File: config.mk
export PLATFORM = sky130hd
export DESIGN_NAME = iswfl_top
export DESIGN_NICKNAME = d
export VERILOG_FILES = /design/src/hdl/iswfl_pkg.sv /design/src/hdl/iswfl_fault.sv /design/src/hdl/iswfl_chan.sv /design/src/hdl/iswfl_top.sv
export SDC_FILE = /design/constraint.sdc
export NUM_CORES = 1
export LEC_CHECK = 0
export BUFFER_PORTS_ARGS = -buffer_cell sky130_fd_sc_hd__buf_2
export CORE_ASPECT_RATIO = 1.75
export CORE_MARGIN = 2
export CORE_UTILIZATION = 39
export DETAILED_ROUTE_END_ITERATION = 12
export PLACE_DENSITY_LB_ADDON = 0.2
export SETUP_SLACK_MARGIN = 0.4
export SLEW_MARGIN = 20
export SYNTH_ARGS = -nofsm -noshare
export SYNTH_HDL_FRONTEND = slang
export SYNTH_SLANG_ARGS = --single-unit
File: constraint.sdc
create_clock -name clk_sys_in -period 1.3 [get_ports clk_sys_in]
set_input_delay 0.26 -clock clk_sys_in [delete_from_list [all_inputs] [get_ports clk_sys_in]]
set_output_delay 0.26 -clock clk_sys_in [all_outputs]
set_load 0.01 [all_outputs]
File: src/hdl/iswfl_pkg.sv
// package: register map, field positions and reset values of the switch fault latch block
package iswfl_pkg;
  // ****************************************
  // geometry
  // ****************************************
  localparam int NUM_CH = 4;

  // ****************************************
  // register byte offsets
  // ****************************************
  localparam logic [7:0] ADDR_CTRL = 8'h00;
  localparam logic [7:0] ADDR_SWITCH_ENABLE_BITS = 8'h04;
  localparam logic [7:0] ADDR_STATUS = 8'h08;
  localparam logic [7:0] ADDR_INT_STAT = 8'h0C;
  localparam logic [7:0] ADDR_INT_MASK = 8'h10;

  // ****************************************
  // field positions
  // ****************************************
  localparam int CTRL_SERIAL_BIT = 0;
  localparam int STAT_LOAD_LSB = 0;
  localparam int STAT_PRESENT_BIT = 4;
  localparam int STAT_LATCHED_BIT = 5;
  localparam int STAT_COMM_LAT_BIT = 6;
  localparam int STAT_LOGIC_OK_BIT = 7;
  localparam int STAT_SWITCH_OK_BIT = 8;
  localparam int STAT_FLT_PIN_BIT = 9;
  localparam int STAT_IND_PIN_LSB = 10;
  localparam int INT_FAULT_RISE_BIT = 0;
  localparam int INT_LATCH_FREE_BIT = 1;
  localparam int INT_OT_BLOCK_BIT = 2;
  localparam int INT_WIDTH = 3;

  // ****************************************
  // reset values
  // ****************************************
  localparam logic [31:0] CTRL_RESET = 32'h0000_0000;
  localparam logic [3:0] SWITCH_ENABLE_BITS_RESET = 4'h0;
  localparam logic [2:0] INT_RESET = 3'h0;
endpackage : iswfl_pkg

File: src/hdl/iswfl_fault.sv
// fault memory: previous fault state, remembered communication error and fault indicator drive
`timescale 1ns/100ps
`default_nettype none
module iswfl_fault
  import iswfl_pkg::*;
(
  input wire logic clk_sys_in, // system clock
  input wire logic rst_b_in, // async reset, active low
  input wire logic logic_ok_in, // logic supply above threshold
  input wire logic present_in, // present fault state detected
  input wire logic comm_err_in, // communication error reported
  input wire logic clear_in, // fault clear input level
  output logic latched_out, // remembered previous fault
  output logic comm_lat_out, // remembered communication error
  output logic flt_on_out // fault indicator asserted
);
  logic latched_ff, nxt_latched;
  logic comm_lat_ff, nxt_comm_lat;
  logic flt_ff, nxt_flt;
  logic release_w;

  // ****************************************
  // latch next state
  // ****************************************
  // a detected fault always wins over the clear, so no event slips through
  always_comb begin
    release_w = !present_in && clear_in;
    nxt_latched = present_in || (latched_ff && !release_w);
    nxt_comm_lat = comm_err_in || (comm_lat_ff && !release_w);
    // indicator released while unpowered: level is undefined there anyway
    nxt_flt = logic_ok_in && nxt_latched;
  end

  // registers only
  always_ff @(posedge clk_sys_in or negedge rst_b_in) begin
    if (!rst_b_in) begin
      latched_ff <= 1'b0;
      comm_lat_ff <= 1'b0;
      flt_ff <= 1'b0;
    end else begin
      latched_ff <= nxt_latched;
      comm_lat_ff <= nxt_comm_lat;
      flt_ff <= nxt_flt;
    end
  end

  assign latched_out = latched_ff;
  assign comm_lat_out = comm_lat_ff;
  assign flt_on_out = flt_ff;

  a_latch_holds: assert property (@(posedge clk_sys_in) disable iff (!rst_b_in)
    (logic_ok_in && latched_ff && !clear_in) |=> flt_ff)
    else $error("fault indicator dropped while fault still remembered");
endmodule : iswfl_fault
`default_nettype wire

File: src/hdl/iswfl_chan.sv
// one switch channel: load output state with over-temperature constraint handling
`timescale 1ns/100ps
`default_nettype none
module iswfl_chan
  import iswfl_pkg::*;
(
  input wire logic clk_sys_in, // system clock
  input wire logic rst_b_in, // async reset, active low
  input wire logic req_in, // enable source and output gate both high
  input wire logic block_in, // supply or shutdown fault present, or communication error remembered
  input wire logic overtemp_in, // over-temperature constraint fault
  output logic on_out, // load output on
  output logic ot_block_out // turn-on refused by over-temperature
);
  logic on_ff, nxt_on;

  // ****************************************
  // channel next state
  // ****************************************
  // over-temperature keeps a running load on, but refuses a fresh turn-on
  always_comb begin
    ot_block_out = req_in && !block_in && overtemp_in && !on_ff;
    nxt_on = req_in && !block_in && (on_ff || !overtemp_in);
  end

  // registers only
  always_ff @(posedge clk_sys_in or negedge rst_b_in) begin
    if (!rst_b_in) begin
      on_ff <= 1'b0;
    end else begin
      on_ff <= nxt_on;
    end
  end

  assign on_out = on_ff;

  a_ot_no_start: assert property (@(posedge clk_sys_in) disable iff (!rst_b_in)
    (!on_ff && overtemp_in) |=> !on_ff)
    else $error("channel turned on during over-temperature");
endmodule : iswfl_chan
`default_nettype wire

File: src/hdl/iswfl_top.sv
// top of the switch fault latch block: wishbone registers, fault logic, channels, interrupt
//
// Function
// - each output depends on present fault, remembered fault and current inputs
// - logic supply down: all loads and status indicators off
// - switch supply down is a fault: indicator on, all outputs off
// - remembered fault holds indicator until fault gone and clear input high
// - over-temperature arising while a channel is on does not stop it
// - over-temperature blocks a channel that is off from turning on
// - over-voltage leaves channel switching unchanged
// - remembered, still reported communication error keeps channels off
// - fault and status indicators are active-low open-drain pins
// - serial mode: switch enable bit n drives channel n
//
// The Wishbone register port and the register addresses were left to the implementer.
`timescale 1ns/100ps
`default_nettype none
module iswfl_top
  import iswfl_pkg::*;
(
  input wire logic clk_sys_in, // 125 MHz system clock
  input wire logic rst_b_in, // async reset, active low
  input wire logic wb_cyc_in, // wishbone cycle
  input wire logic wb_stb_in, // wishbone strobe
  input wire logic wb_we_in, // wishbone write enable
  input wire logic [7:0] wb_adr_in, // wishbone byte address
  input wire logic [3:0] wb_sel_in, // wishbone byte selects
  input wire logic [31:0] wb_dat_in, // wishbone write data
  output logic [31:0] wb_dat_out, // wishbone read data
  output logic wb_ack_out, // wishbone acknowledge
  output logic irq_out, // level interrupt, active high
  input wire logic [NUM_CH-1:0] channel_input_in, // channel enable pins
  input wire logic output_gate_in, // global output gate
  input wire logic fault_clear_input_in, // fault clear pin
  input wire logic logic_supply_ok_in, // logic supply powered
  input wire logic switch_supply_ok_in, // switch supply powered
  input wire logic [NUM_CH-1:0] overtemp_fault_in, // over-temperature constraint
  input wire logic overvoltage_fault_in, // over-voltage constraint
  input wire logic comm_error_fault_in, // communication error shutdown
  input wire logic shutdown_fault_in, // any other shutdown fault
  output logic [NUM_CH-1:0] load_output_out, // load outputs on
  input wire logic [NUM_CH-1:0] channel_status_indicator_n_in, // status pin level
  output logic [NUM_CH-1:0] channel_status_indicator_n_out, // status pin drive value
  output logic [NUM_CH-1:0] channel_status_indicator_n_oe, // status pin pulled low
  input wire logic fault_indicator_n_in, // fault pin level
  output logic fault_indicator_n_out, // fault pin drive value
  output logic fault_indicator_n_oe // fault pin pulled low
);
  // ****************************************
  // declarations
  // ****************************************
  logic ack_ff, nxt_ack;
  logic [31:0] rdat_ff, nxt_rdat;
  logic serial_ff, nxt_serial;
  logic [NUM_CH-1:0] switch_enable_bits_ff, nxt_switch_enable_bits;
  logic [INT_WIDTH-1:0] int_stat_ff, nxt_int_stat;
  logic [INT_WIDTH-1:0] int_mask_ff, nxt_int_mask;
  logic pres_d_ff, nxt_pres_d;
  logic latched_d_ff, nxt_latched_d;
  logic req_w, wr_w;
  logic [31:0] wmask_w;
  logic [31:0] wm_ctrl_w, wm_switch_enable_bits_w, wm_int_mask_w;
  logic [31:0] status_w;
  logic [INT_WIDTH-1:0] event_w;
  logic present_w, block_w, latched_w, comm_lat_w, flt_on_w;
  logic [NUM_CH-1:0] src_w, chan_req_w, on_w, ot_block_w;

  // byte selects widened to a bit mask
  function automatic logic [31:0] sel_mask(input logic [3:0] sel);
    logic [31:0] m;
    m = 32'h0000_0000;
    for (int i = 0; i < 4; i++) begin
      m[i*8 +: 8] = {8{sel[i]}};
    end
    return m;
  endfunction : sel_mask

  // merge write data into a register under the byte selects
  function automatic logic [31:0] merge(input logic [31:0] old, input logic [31:0] dat,
                                        input logic [31:0] m);
    return (old & ~m) | (dat & m);
  endfunction : merge

  // ****************************************
  // fault state
  // ****************************************
  // every fault counts as present, constraint ones included
  always_comb begin
    present_w = !switch_supply_ok_in || shutdown_fault_in || comm_error_fault_in
                || overvoltage_fault_in || (|overtemp_fault_in);
    // over-voltage is left out on purpose: outputs run normally under it
    block_w = !logic_supply_ok_in || !switch_supply_ok_in || shutdown_fault_in
              || comm_error_fault_in || comm_lat_w;
  end

  iswfl_fault u_fault (
    .clk_sys_in(clk_sys_in),
    .rst_b_in(rst_b_in),
    .logic_ok_in(logic_supply_ok_in),
    .present_in(present_w),
    .comm_err_in(comm_error_fault_in),
    .clear_in(fault_clear_input_in),
    .latched_out(latched_w),
    .comm_lat_out(comm_lat_w),
    .flt_on_out(flt_on_w)
  );

  // ****************************************
  // channels
  // ****************************************
  // the remembered fault alone does not gate the channels, only the indicator
  always_comb begin
    src_w = serial_ff ? switch_enable_bits_ff : channel_input_in;
    chan_req_w = src_w & {NUM_CH{output_gate_in}};
  end

  for (genvar g = 0; g < NUM_CH; g++) begin : g_chan
    iswfl_chan u_chan (
      .clk_sys_in(clk_sys_in),
      .rst_b_in(rst_b_in),
      .req_in(chan_req_w[g]),
      .block_in(block_w),
      .overtemp_in(overtemp_fault_in[g]),
      .on_out(on_w[g]),
      .ot_block_out(ot_block_w[g])
    );
  end

  // ****************************************
  // pins
  // ****************************************
  // open-drain: value is always low, the enable decides whether it pulls
  assign load_output_out = on_w;
  assign channel_status_indicator_n_out = {NUM_CH{1'b0}};
  assign channel_status_indicator_n_oe = on_w;
  assign fault_indicator_n_out = 1'b0;
  assign fault_indicator_n_oe = flt_on_w;

  // ****************************************
  // wishbone slave
  // ****************************************
  // one wait state: ack one edge after the request, read data registered with it
  always_comb begin
    req_w = wb_cyc_in && wb_stb_in;
    wr_w = req_w && wb_we_in && ack_ff;
    wmask_w = sel_mask(wb_sel_in);
    nxt_ack = req_w && !ack_ff;
    nxt_rdat = rdat_ff;
    if (req_w && !ack_ff) begin
      unique case (wb_adr_in)
        ADDR_CTRL: nxt_rdat = {31'h0000_0000, serial_ff};
        ADDR_SWITCH_ENABLE_BITS: nxt_rdat = {28'h000_0000, switch_enable_bits_ff};
        ADDR_STATUS: nxt_rdat = status_w;
        ADDR_INT_STAT: nxt_rdat = {29'h0000_0000, int_stat_ff};
        ADDR_INT_MASK: nxt_rdat = {29'h0000_0000, int_mask_ff};
        default: nxt_rdat = 32'h0000_0000; // unmapped reads zero, writes dropped
      endcase
    end
  end

  always_ff @(posedge clk_sys_in or negedge rst_b_in) begin
    if (!rst_b_in) begin
      ack_ff <= 1'b0;
      rdat_ff <= 32'h0000_0000;
    end else begin
      ack_ff <= nxt_ack;
      rdat_ff <= nxt_rdat;
    end
  end

  assign wb_ack_out = ack_ff;
  assign wb_dat_out = rdat_ff;

  // ****************************************
  // status view
  // ****************************************
  always_comb begin
    status_w = 32'h0000_0000;
    status_w[STAT_LOAD_LSB +: NUM_CH] = on_w;
    status_w[STAT_PRESENT_BIT] = present_w;
    status_w[STAT_LATCHED_BIT] = latched_w;
    status_w[STAT_COMM_LAT_BIT] = comm_lat_w;
    status_w[STAT_LOGIC_OK_BIT] = logic_supply_ok_in;
    status_w[STAT_SWITCH_OK_BIT] = switch_supply_ok_in;
    status_w[STAT_FLT_PIN_BIT] = fault_indicator_n_in;
    status_w[STAT_IND_PIN_LSB +: NUM_CH] = channel_status_indicator_n_in;
  end

  // ****************************************
  // control registers
  // ****************************************
  // writes land on the edge where the master sees ack
  // merged words are held in nets: a select straight on a call result is not legal
  always_comb begin
    wm_ctrl_w = merge({31'h0000_0000, serial_ff}, wb_dat_in, wmask_w);
    wm_switch_enable_bits_w = merge({28'h000_0000, switch_enable_bits_ff}, wb_dat_in, wmask_w);
    wm_int_mask_w = merge({29'h0000_0000, int_mask_ff}, wb_dat_in, wmask_w);
    nxt_serial = serial_ff;
    nxt_switch_enable_bits = switch_enable_bits_ff;
    nxt_int_mask = int_mask_ff;
    if (wr_w && wb_adr_in == ADDR_CTRL) begin
      nxt_serial = wm_ctrl_w[CTRL_SERIAL_BIT];
    end
    if (wr_w && wb_adr_in == ADDR_SWITCH_ENABLE_BITS) begin
      nxt_switch_enable_bits = wm_switch_enable_bits_w[NUM_CH-1:0];
    end
    if (wr_w && wb_adr_in == ADDR_INT_MASK) begin
      nxt_int_mask = wm_int_mask_w[INT_WIDTH-1:0];
    end
  end

  always_ff @(posedge clk_sys_in or negedge rst_b_in) begin
    if (!rst_b_in) begin
      serial_ff <= CTRL_RESET[CTRL_SERIAL_BIT];
      switch_enable_bits_ff <= SWITCH_ENABLE_BITS_RESET;
      int_mask_ff <= INT_RESET;
    end else begin
      serial_ff <= nxt_serial;
      switch_enable_bits_ff <= nxt_switch_enable_bits;
      int_mask_ff <= nxt_int_mask;
    end
  end

  // ****************************************
  // interrupt
  // ****************************************
  // a new event wins over a write-one clear in the same cycle
  always_comb begin
    nxt_pres_d = present_w;
    nxt_latched_d = latched_w;
    event_w = {INT_WIDTH{1'b0}};
    event_w[INT_FAULT_RISE_BIT] = present_w && !pres_d_ff;
    event_w[INT_LATCH_FREE_BIT] = !latched_w && latched_d_ff;
    event_w[INT_OT_BLOCK_BIT] = |ot_block_w;
    nxt_int_stat = int_stat_ff;
    if (wr_w && wb_adr_in == ADDR_INT_STAT) begin
      nxt_int_stat = int_stat_ff & ~(wb_dat_in[INT_WIDTH-1:0] & wmask_w[INT_WIDTH-1:0]);
    end
    nxt_int_stat = nxt_int_stat | event_w;
  end

  always_ff @(posedge clk_sys_in or negedge rst_b_in) begin
    if (!rst_b_in) begin
      int_stat_ff <= INT_RESET;
      pres_d_ff <= 1'b0;
      latched_d_ff <= 1'b0;
    end else begin
      int_stat_ff <= nxt_int_stat;
      pres_d_ff <= nxt_pres_d;
      latched_d_ff <= nxt_latched_d;
    end
  end

  assign irq_out = |(int_stat_ff & int_mask_ff);

  // ****************************************
  // checks
  // ****************************************
  a_logic_down_off: assert property (@(posedge clk_sys_in) disable iff (!rst_b_in)
    !logic_supply_ok_in |=> (load_output_out == '0) && (channel_status_indicator_n_oe == '0))
    else $error("outputs active without logic supply");

  a_switch_down_flt: assert property (@(posedge clk_sys_in) disable iff (!rst_b_in)
    (logic_supply_ok_in && !switch_supply_ok_in) |=> fault_indicator_n_oe
    && (load_output_out == '0))
    else $error("switch supply loss not reported as fault");

  a_latch_release: assert property (@(posedge clk_sys_in) disable iff (!rst_b_in)
    (!present_w && fault_clear_input_in) |=> !fault_indicator_n_oe)
    else $error("fault indicator stuck after clear");

  a_ot_keeps_on: assert property (@(posedge clk_sys_in) disable iff (!rst_b_in)
    (load_output_out[0] && chan_req_w[0] && !block_w) |=> load_output_out[0])
    else $error("running channel shut down by constraint fault");

  a_ov_normal: assert property (@(posedge clk_sys_in) disable iff (!rst_b_in)
    (overvoltage_fault_in && !block_w && chan_req_w[1] && !overtemp_fault_in[1])
    |=> load_output_out[1] && fault_indicator_n_oe)
    else $error("over-voltage disturbed switching");

  a_comm_block: assert property (@(posedge clk_sys_in) disable iff (!rst_b_in)
    (comm_lat_w && !load_output_out[2]) |=> !load_output_out[2])
    else $error("channel started with communication error remembered");

  a_status_pins: assert property (@(posedge clk_sys_in) disable iff (!rst_b_in)
    (channel_status_indicator_n_oe == load_output_out) && !fault_indicator_n_out)
    else $error("indicator drive does not match load state");

  a_clean_follow: assert property (@(posedge clk_sys_in) disable iff (!rst_b_in)
    (!block_w && !overtemp_fault_in[3] && !load_output_out[3]) ##1
    (!block_w && !overtemp_fault_in[3]) |-> load_output_out[3] == $past(chan_req_w[3]))
    else $error("channel does not follow enable and gate");

  a_latched_follow: assert property (@(posedge clk_sys_in) disable iff (!rst_b_in)
    (latched_w && !present_w && !fault_clear_input_in && !block_w && chan_req_w[0]
    && !overtemp_fault_in[0]) |=> load_output_out[0] && fault_indicator_n_oe)
    else $error("remembered fault wrongly gates outputs");

  a_serial_source: assert property (@(posedge clk_sys_in) disable iff (!rst_b_in)
    (serial_ff && switch_enable_bits_ff[0] && output_gate_in && !block_w && !overtemp_fault_in[0])
    |=> load_output_out[0])
    else $error("serial enable bit zero ignored");

  a_ack_single: assert property (@(posedge clk_sys_in) disable iff (!rst_b_in)
    wb_ack_out |=> !wb_ack_out)
    else $error("ack held for more than one cycle");
endmodule : iswfl_top
`default_nettype wire

* Word-level counts from Yosys, hierarchy flattened
Index checks and enable logic that the tools add are counted.
** Word-level totals
- Bits in registers :: 53
- Bits in latches :: 0
- Input port bits :: 69
- Bits in read-only memories :: 0
- RAM bits :: 0
- Memories :: 0
** Cells by class
- Magnitude comparators :: 0
- $add $sub $neg :: 0
- Bitwise operators :: 14
- Div/mod/pow operators :: 0
- Muxes and demuxes :: 3
- Reductions and logical operators :: 64
- Equality and inequality tests :: 4
- Multiply operators :: 0
- Shift operators :: 0
** Operators by type and width (number)
- one-hot mux 14 bit (5 select lines) :: 1
- logical AND 1 bit :: 30
- equality test 8 x 4 -> 1 bit (second input constant) :: 2
- logical NOT 1 bit :: 16
- logical OR 1 bit :: 14
- AND 3 bit :: 4
- AND 4 bit :: 3
- equality test 8 x 3 -> 1 bit (second input constant) :: 1
- equality test 8 x 5 -> 1 bit (second input constant) :: 1
- logical NOT 8 bit :: 1
- OR reduction 4 bit :: 2
- bitwise OR 3 bit :: 2
- two-way mux 4 bit :: 1
- NOT 4 bit :: 1
- bitwise OR 4 bit :: 1
- two-way mux 3 bit :: 1
- NOT 3 bit :: 1
- OR reduction 3 bit :: 1
- AND 1 bit :: 1
- bitwise OR 1 bit :: 1

* Depth between registers and ports, before layout
Gate-level depths: netlist (run 1).
- Word-level depth :: 11
- Depth in mapped cells :: 5
- Mapped depth without buffers :: 4

* Cells and area by module
A second synthesis (run 1) with hierarchy kept.
** Unflattened totals
- Cells, all modules :: 172
- Area total of the unflattened synthesis :: 1944.4 um2
** Modules (own cells, without submodules)
- iswfl_top :: cells an instance 148, area each 1595.3 um2, times used 1, sequential area each 700.7 um2
- iswfl_chan :: cells an instance 4, area each 60.1 um2, times used 4, sequential area each 25.0 um2
- iswfl_fault :: cells an instance 8, area each 108.9 um2, times used 1, sequential area each 75.1 um2

* Worst setup path before layout (run 1)
Ideal clock, no wire load.
- Kind :: input-to-reg
- Start point :: in wb_adr_in[7]
- End point :: reg with a tool-made name
- Data arrival time :: 1.414 ns
- Stages :: 4
- Data required time :: 1.175 ns
- Path buffers :: 0
- Setup slack :: -0.239 ns
- Library setup time :: 0.125 ns
- Path through :: or4_4 nor2_4 nand4b_4 mux2_4
** RTL lines
- start, declared :: RTL line iswfl_top.sv:26 : input wire logic [7:0] wb_adr_in,

==> qor.txt, run 1 <==
Post-synth EDFFs: 0
count of pins over their slew limit: 0
top post-synthesis cells by area: dfrtp_1 (46%), buf_4 (12%), a22o_1 (6.5%)
met2 Use GR: 0.341
WP data arrival: 1.26 ns
Antenna Cells: 0
H-tree levels: 2
register area: 877 um2
PnR worst setup slack: -0.217 ns
met3 usage: 0.0403
Synth area leader: dfrtp_1
min cycle time layout: 1.52 ns
Reg clk slew, reported paths: 0.07 ns
vias per cell: 4.79
vias in the first global route: 1622
Final HPWL DP: 3510 um
Top FF cell, synth: dfrtp_1
CP endpoint kind: output port
Layout area overhead: 54.4%
Pwr Density: 790 nW/um2
Max Fclk: 659 MHz
clock latency on the worst-skew pair: 0.29 ns
# nets final: 344
fill count: 383
Chip Width: 56.6 um
Tcrit/Tclk final: 1.17
layout cells sized above 1: 0.594
pre-CTS setup slack: -0.423 ns
standard-cell row count: 33
Netlist cell types: 38
router iterations before antenna repair: 4
Mapped Area: 1890 um2
Die Area: 5430 um2
multi-input logic area: 1020 um2
Routed Wire Length: 4760 um
effective utilization at floorplan: 0.404
ANT nets after route: 0
Layout Cells excl Fill: 328
Hold Startpoint: channel_status_indicator_n_in[0]
Root Buffer Master: clkbuf_8
CTS Buffer Depth: 2
failing checks: setup timing
HP Class: input pin to flip-flop
Routed WL per cell: 14.5 um
status: finished, violations left
skew final: 0.00809 ns
DR iter-0 viols: 16
final hold vios: 0
RSZ-0062 raised after global routing: yes
Mean Syn Cell Area: 11.0 um2
first-pass GRT wire length: 7740 um
Num CTS Buffers: 5
placed instance count: 305
leakage power: 0.00157 uW
share of synthesized registers carrying an async set or reset: 1.00
Setup violations, final: 22
largest net degree at the start of global routing: 36
WS Path Type: flip-flop to output port
CP Max Fanout: 2
Max-Cap Viols: 0
Placer Congestion: 0.834
worst reg2reg startpoint: wb_ack_out$_DFF_PN0_
Yosys reg bits: 35
register area share after synthesis: 0.464
Total GRT Usage: 0.188
met1 Use GR: 0.219
IO buf count: 62
initial antenna violation count: 0
IO Pins: 117
Syn Inst Count: 171
yosys warns: 0
Max IR drop VDD: 0.000905 V
grt peak-use layer: met2
crit start category: flip-flop
via count: 1571
DRC Markers: 0
CTS tree: yes
Worst EP required: 1.04 ns
post-synth top area share: 0.464
Die Span Y: 96.0 um
hold path cells: 2
grt total ovfl: 0
Sink Count: 35
core outline area: 4670 um2
R2R depth: 7
worst paths after layout:
path                                                    to  slack, ns
max in group asynchronous       asynchronous set/reset pin       0.65
worst max-delay path                               irq_out      -0.22
worst max register to register   wb_dat_out[7]$_DFFE_PN0P_      -0.12
min in group asynchronous         int_stat_ff[1]$_DFF_PN0_       0.46
worst min-delay path            wb_dat_out[10]$_DFFE_PN0P_       0.19
worst min register to register    int_stat_ff[0]$_DFF_PN0_       0.41
stage by stage:
step                TNS (ns)  utilization  instance area, um2  hold WS [ns]  power, uW
floorplan              -3.00            -                2060       -0.0356       1290
global placement       -8.35        0.520                2430         0.233       1400
detailed placement     -8.55        0.520                2430         0.235       1400
CTS                    -1.53        0.600                2800         0.187       2300
global route           -3.33        0.625                2910         0.199       2420
finish                 -1.59        0.625                2910         0.188       2300
cell usage in the layout, fill, tap and decap left out, drive strengths merged, types with 5 or more instances in the layout:
master,instances
buf,109
dfrtp,35
conb,23
a22o,14
nor2b,10
nand2,10
mux2,10
inv,9
clkbuf,8
nor3,6
mux2i,6
o21ai,5
worst max-delay path: stages (launching register included):
cell,delay (ns)
dfrtp_1,0.38
a222oi_1,0.35
inv_1,0.09
buf_2,0.15
synth_stat cells (2+ instances only):
cell and n:
nand2_1 10, dfrtp_1 35, nor2b_1 10, mux2_1 5, or2_1 2, mux2_4 4, or3_1 2, inv_1 9
o311ai_1 2, nand3_1 3, nor3_1 4, buf_4 31, o31ai_1 3, nor2_1 2, a22o_1 14, o21ai_1 5
clkbuf_1 3, and2_1 2, mux2i_1 6
power breakdown:
group | internal (uW) | switching (uW) | total, uW | leakage (uW)
clock | 483 | 380 | 863 | 0.0000515
combinational | 164 | 173 | 338 | 0.00108
sequential | 1100 | 4.36 | 1100 | 0.000442
cells by family (layout without fill, tap and decap cells):
family          Yosys count  after routing  synth area share
other cells               1             23           0.00199
flops                    35             35             0.464
mux                      16             16            0.0995
buf+inv                  45            128             0.155
compound gates           28             28             0.117
simple gates             46             46             0.162
area by class of cell:
class / count / area share
Sequential cell: 35 / 0.301
Timing Repair Buffer: 110 / 0.279
Clock buffer: 8 / 0.0343
Multi-Input combinational cell: 113 / 0.349
Inverter: 10 / 0.0146
Tap cell: 52 / 0.0223
what timing repair did:
action	CTS	global route
endpoints found under the hold margin	35	0
gates cloned	1	0
hold buffers	1	0
pin swaps	14	7
endpoints found under the setup margin	59	59
buffers inserted	6	7
resized for setup	44	10
routing by layer:
layer  up-vias  part of all wire
met5         -                 0
met4         0             0.015
met3         7             0.052
met2        52              0.57
met1       759              0.36
li1        753                 -
(Power assumes the default switching activity.)
==> inputs of run 2 (changes only) <==
Settings changed: CORE_UTILIZATION 39 to 43.
Clock period 1.3 ns to 1.7 ns, I/O delays scaled along.
==> run 2 against run 1 <==
  * Sequential power shrank 24%
  * Sequential share of layout area grew 4.0 points
  * Utilization shrank 1.0 points
  * Critical path type unchanged
  * Count of clock-buffer cells in the layout shrank 2
  * The run now ends clean
  * Global-route usage shrank 0.081 points
  * Design area shrank 12%
  * Clock power shrank 11%
  * Largest cell class unchanged
==> qor.txt, run 2 (same netlist as run 1, synthesis figures left out) <==
CTS Buffer Depth: 2 (unchanged)
Final Core Density: 0.614 (-0.0105)
layout cells sized above 1: 0.537 (-0.0576)
Max Fclk: 618 MHz
vias in the first global route: 1389 (-14%)
HP Class: input pin to asynchronous set/reset pin
PnR worst setup slack: 0.0807 ns (+0.298 ns)
Chip Width: 54.1 um (-4.4%)
router iterations before antenna repair: 4 (unchanged)
Clock power frac: 0.423 (+0.048)
IO Pins: 117 (unchanged)
WS Path Type: flip-flop to output port
clock latency on the worst-skew pair: 0.28 ns (about the same)
leakage power: 0.00138 uW (-12%)
vias per cell: 4.93 (+2.9%)
Root Buffer Master: clkbuf_8
ANT nets after route: 0 (unchanged)
Placer Congestion: 0.731 (-12%)
WP data arrival: 1.28 ns (+0.02 ns)
fill count: 379 (-1.0%)
Sw Pwr: 414 uW (-26%)
Layout area overhead: 36.3%
first-pass GRT wire length: 6670 um (-14%)
# nets final: 314 (-8.7%)
register area: 877 um2 (unchanged)
DR iter-0 viols: 21 (+5)
Routed WL per cell: 15.3 um (+5.0%)
Internal Dissipation: 1400 uW (-20%)
min cycle time layout: 1.62 ns
Setup violations, final: 0 (-100%)
Seq pwr share: 0.465 (-0.013)
R2R setup slack: 0.31 ns (+0.43 ns)
final hold vios: 0 (unchanged)
grt total ovfl: 0 (unchanged)
skew final: 0.00125 ns (-0.00684 ns)
largest net degree at the start of global routing: 36 (unchanged)
commonest non-fill, non-tap cell in the layout: buf_2
CP Max Fanout: 2 (unchanged)
Final HPWL DP: 3190 um (-9.1%)
Total GRT Usage: 0.187 (-0.000807)
fin area: 2570 um2 (-12%)
CP endpoint kind: output port
effective utilization at floorplan: 0.450 (+0.0460)
standard-cell row count: 31 (-6.1%)
Num CTS Buffers: 5 (unchanged)
Max IR drop VDD: 0.000591 V (-35%)
Logic pwr share: 0.112 (-0.035)
pre-CTS setup slack: -0.104 ns (+0.319 ns)
RSZ-0062 raised after global routing: yes
Die Area: 4950 um2 (-8.8%)
DRC Markers: 0 (unchanged)
Antenna Cells: 0 (unchanged)
total power: 1810 uW (-21%)
Worst EP required: 1.36 ns (+0.32 ns)
count of pins over their slew limit: 0 (unchanged)
H-tree levels: 2 (unchanged)
placed cell areas: 2210 um2 (-8.7%)
Sw Ratio: 0.229 (-0.0136)
Max-Cap Viols: 0 (unchanged)
status: completed
Sink Count: 35 (unchanged)
CTS tree: yes
crit start category: flip-flop
multi-input logic area: 975 um2 (-4.1%)
Layout Cells excl Fill: 295 (-10%)
Tcrit/Tclk final: 0.953
Die Span Y: 91.6 um (-4.6%)
Pwr Density: 703 nW/um2 (-11%)
via count: 1454 (-7.4%)
Routed Wire Length: 4500 um (-5.5%)
initial antenna violation count: 0 (unchanged)
Reg clk slew, reported paths: 0.07 ns (about the same)
most frequent cells in the layout: buf_2 (59), dfrtp_1 (34), conb_1 (23), a22o_1 (14), buf_4 (14)
core outline area: 4190 um2 (-10%)
IO buf count: 62 (unchanged)
placed instance count: 278 (-8.9%)
==> run 2: changes by cell type in the layout (fill, tap and decap cells not counted), sizes merged <==
| cell | before | now |
|---|---|---|
| buf | 109 | 80 |
| dlygate4sd3 | 1 | 0 |
| bufinv | 0 | 1 |
| clkbuf | 8 | 6 |
| inv | 9 | 10 |
==> run 2: timing repair <==
action | in CTS | in global routing
pin swaps | 7 | 10
endpoints found under the setup margin | 24 | 28
resized for setup | 17 | 16
buffers inserted | 2 | 6
cloned | 1 | 0
hold buffers | 0 | 0
hold endpoints to repair | 0 | 0
==> run 2: layer usage <==
layer | vias to the layer above | wire, um | track usage
met2 | 48 | 2530 | 0.321
met3 | 5 | 211 | 0.0472
li1 | 694 | - | -
met4 | 0 | 51 | 0.0500
met5 | - | 0 | 0
met1 | 707 | 1710 | 0.222
==> run 2: area by class of cell <==
cell class / count / area share
Timing Repair Buffer: 80 / 0.196
Clock buffer: 6 / 0.0321
Tap cell: 49 / 0.0238
Inverter: 10 / 0.0146
Sequential cell: 35 / 0.341
Multi-Input combinational cell: 113 / 0.379
Clock inverter: 2 / 0.0136
==> run 2: worst max-delay path, cell delays in order, from the launching register on <==
cell      delay [ns]
dfrtp_1         0.39
a222oi_1        0.39
inv_1           0.07
buf_2           0.14
==> run 2: path summary, 6_finish.rpt <==
check | start | to | cells after the start
max | flip-flop | irq_out | 3
min | rst_b_in | wb_dat_out[8]$_DFFE_PN0P_ | 2
max reg2reg | flip-flop | int_stat_ff[2]$_DFF_PN0_ | 4
min reg2reg | pres_d_ff$_DFF_PN0_ | int_stat_ff[0]$_DFF_PN0_ | 1
max in group asynchronous | rst_b_in | asynchronous set/reset pin | 2
min in group clk_sys_in | comm_error_fault_in | u_fault.comm_lat_out$_DFF_PN0_ | 2
==> run 2: metrics by stage <==
stage | hold slack, ns | TNS [ns]
CTS | 0.102 | 0
detailed placement | 0.405 | -0.526
global placement | 0.401 | -0.513
global route | 0.111 | 0
floorplan | 0.0444 | 0
finish | 0.0821 | 0
==> run 2: power by group through the flow <==
| stage | Clock (uW) | Sequential (uW) | Combinational, uW |
|---|---|---|---|
| after floorplan | 0 | 858 | 121 |
| after global placement | 0 | 856 | 177 |
| after detailed placement | 0 | 857 | 178 |
| after CTS | 781 | 841 | 189 |
| after global routing | 837 | 841 | 224 |
| final | 766 | 841 | 203 |
==> inputs of run 3 (changes only) <==
Settings changed: CORE_UTILIZATION 43 to 45, TNS_END_PERCENT set to 100.
Clock period 1.7 ns to 2 ns, I/O delays scaled along.
==> run 3 against run 2 <==
  * Register-to-register slack improved by 0.27 ns
  * Combinational power down 33%
  * Flip-flop and latch count unchanged
  * Sequential power is 15% lower
  * Utilization is 6.4 points lower
  * Power is 22% lower
  * Critical path type unchanged
==> qor.txt, run 3 (same netlist as run 1, synthesis figures left out) <==
Root Buffer Master: clkbuf_8
CTS tree: yes
H-tree levels: 2 (unchanged)
Chip Width: 53.0 um (-2.1%)
Max IR drop VDD: 0.000483 V (-18%)
Routed Wire Length: 3890 um (-14%)
Sink Count: 35 (unchanged)
Layout area overhead: 18.8%
CP Max Fanout: 2 (unchanged)
min cycle time layout: 1.68 ns
Setup violations, final: 0 (unchanged)
# nets final: 301 (-4.1%)
router iterations before antenna repair: 4 (unchanged)
largest net degree at the start of global routing: 36 (unchanged)
Sw Pwr: 326 uW (-21%)
Clock power frac: 0.393 (-0.030)
DRC Markers: 0 (unchanged)
CTS Buffer Depth: 2 (unchanged)
Total GRT Usage: 0.179 (-0.00771)
Max Fclk: 595 MHz
status: completed
Final Core Density: 0.550 (-0.0639)
core outline area: 4070 um2 (-2.8%)
Placer Congestion: 0.830 (+13%)
Seq pwr share: 0.509 (+0.044)
first-pass GRT wire length: 5980 um (-10%)
WP data arrival: 1.28 ns (about the same)
Internal Dissipation: 1080 uW (-23%)
Worst EP required: 1.60 ns (+0.24 ns)
standard-cell row count: 31 (unchanged)
WHS: 0.176 ns (+0.0944 ns)
clock latency on the worst-skew pair: 0.28 ns (about the same)
grt total ovfl: 0 (unchanged)
RSZ-0062 raised after global routing: yes
Reg clk slew, reported paths: 0.06 ns (about the same)
ANT nets after route: 0 (unchanged)
Routed WL per cell: 13.8 um (-9.6%)
crit start category: flip-flop
layout cells sized above 1: 0.378 (-0.159)
setup TNS: 0 ns (unchanged)
Max-Cap Viols: 0 (unchanged)
IO buf count: 62 (unchanged)
initial antenna violation count: 0 (unchanged)
hold_buf cts: 0 (unchanged)
count of pins over their slew limit: 0 (unchanged)
Tcrit/Tclk final: 0.840
Antenna Cells: 0 (unchanged)
Die Area: 4750 um2 (-4.2%)
Layout Cells excl Fill: 282 (-4.4%)
HP Class: input pin to asynchronous set/reset pin
skew final: 0.00375 ns (+0.00250 ns)
vias per cell: 4.88 (-1.1%)
via count: 1375 (-5.4%)
Logic pwr share: 0.097 (-0.015)
Rel. slew slack: 0.507
Sw Ratio: 0.232 (+0.00331)
IO Pins: 117 (unchanged)
Num CTS Buffers: 5 (unchanged)
Slew @ Worst Pin: 0.740 ns
commonest non-fill, non-tap cell in the layout: buf_2
vias in the first global route: 1313 (-5.5%)
Die Span Y: 89.7 um (-2.1%)
placed instance count: 273 (-1.8%)
Pwr Density: 626 nW/um2 (-11%)
CP endpoint kind: output port
effective utilization at floorplan: 0.463 (+0.0129)
most frequent cells in the layout: buf_2 (62), dfrtp_1 (35), conb_1 (23), a22o_1 (14)
DR iter-0 viols: 24 (+14%)
leakage power: 0.00123 uW (-11%)
WS Path Type: flip-flop to output port
final hold vios: 0 (unchanged)
Final HPWL DP: 3100 um (-2.8%)
-- run 3: worst paths after layout --
kind	startpoint	endpoint	slack, ns	cells past startpoint
max	int_stat_ff[2]$_DFF_PN0_	irq_out	0.32	3
min in group clk_sys_in	comm_error_fault_in	u_fault.comm_lat_out$_DFF_PN0_	0.31	2
max in group asynchronous	rst_b_in	asynchronous set/reset pin	1.35	1
max reg2reg	wb_ack_out$_DFF_PN0_	int_stat_ff[2]$_DFF_PN0_	0.58	4
min reg2reg	pres_d_ff$_DFF_PN0_	int_stat_ff[0]$_DFF_PN0_	0.42	1
min	rst_b_in	wb_dat_out[0]$_DFFE_PN0P_	0.18	1
-- run 3: power groups by stage --
stage	Sequential (uW)	Clock (uW)	Combinational, uW
floorplan	729	0	95.7
global placement	728	0	135
detailed placement	728	0	136
CTS	715	567	136
global route	715	598	155
finish	715	552	136
-- run 3: per-layer routing --
metal / routed length (um) / global-route usage / vias to the layer above
met5: 0 / 0 / -
met4: 49 / 0.0723 / 0
met3: 218 / 0.0530 / 4
met2: 2150 / 0.307 / 48
met1: 1470 / 0.205 / 660
li1: - / - / 663
-- run 3: critical path: stages, from the launching register on --
cell,delay (ns)
dfrtp_1,0.39
a222oi_1,0.40
inv_1,0.07
buf_2,0.14
-- run 3: stage by stage --
step	worst slack, ns	cell area, um2	total power, uW
floorplan	0.323	1970	825
global placement	0.150	2130	863
detailed placement	0.135	2130	864
CTS	0.328	2230	1420
global route	0.225	2240	1470
finish	0.321	2240	1400
-- run 3: layout make-up --
type | instances | area (um2)
repair buffers | 67 | 360
fillers | 394 | 1830
clock buffers | 8 | 100
flip-flops and latches | 35 | 876
well taps | 49 | 61.3
inverters | 10 | 37.5
multi-input cells | 113 | 806
-- run 3: timing repair --
item	in CTS	in global routing
resized for setup	0	1
pin swaps	1	1
setup endpoints to repair	1	2
buffers inserted	0	1
gates cloned	0	0
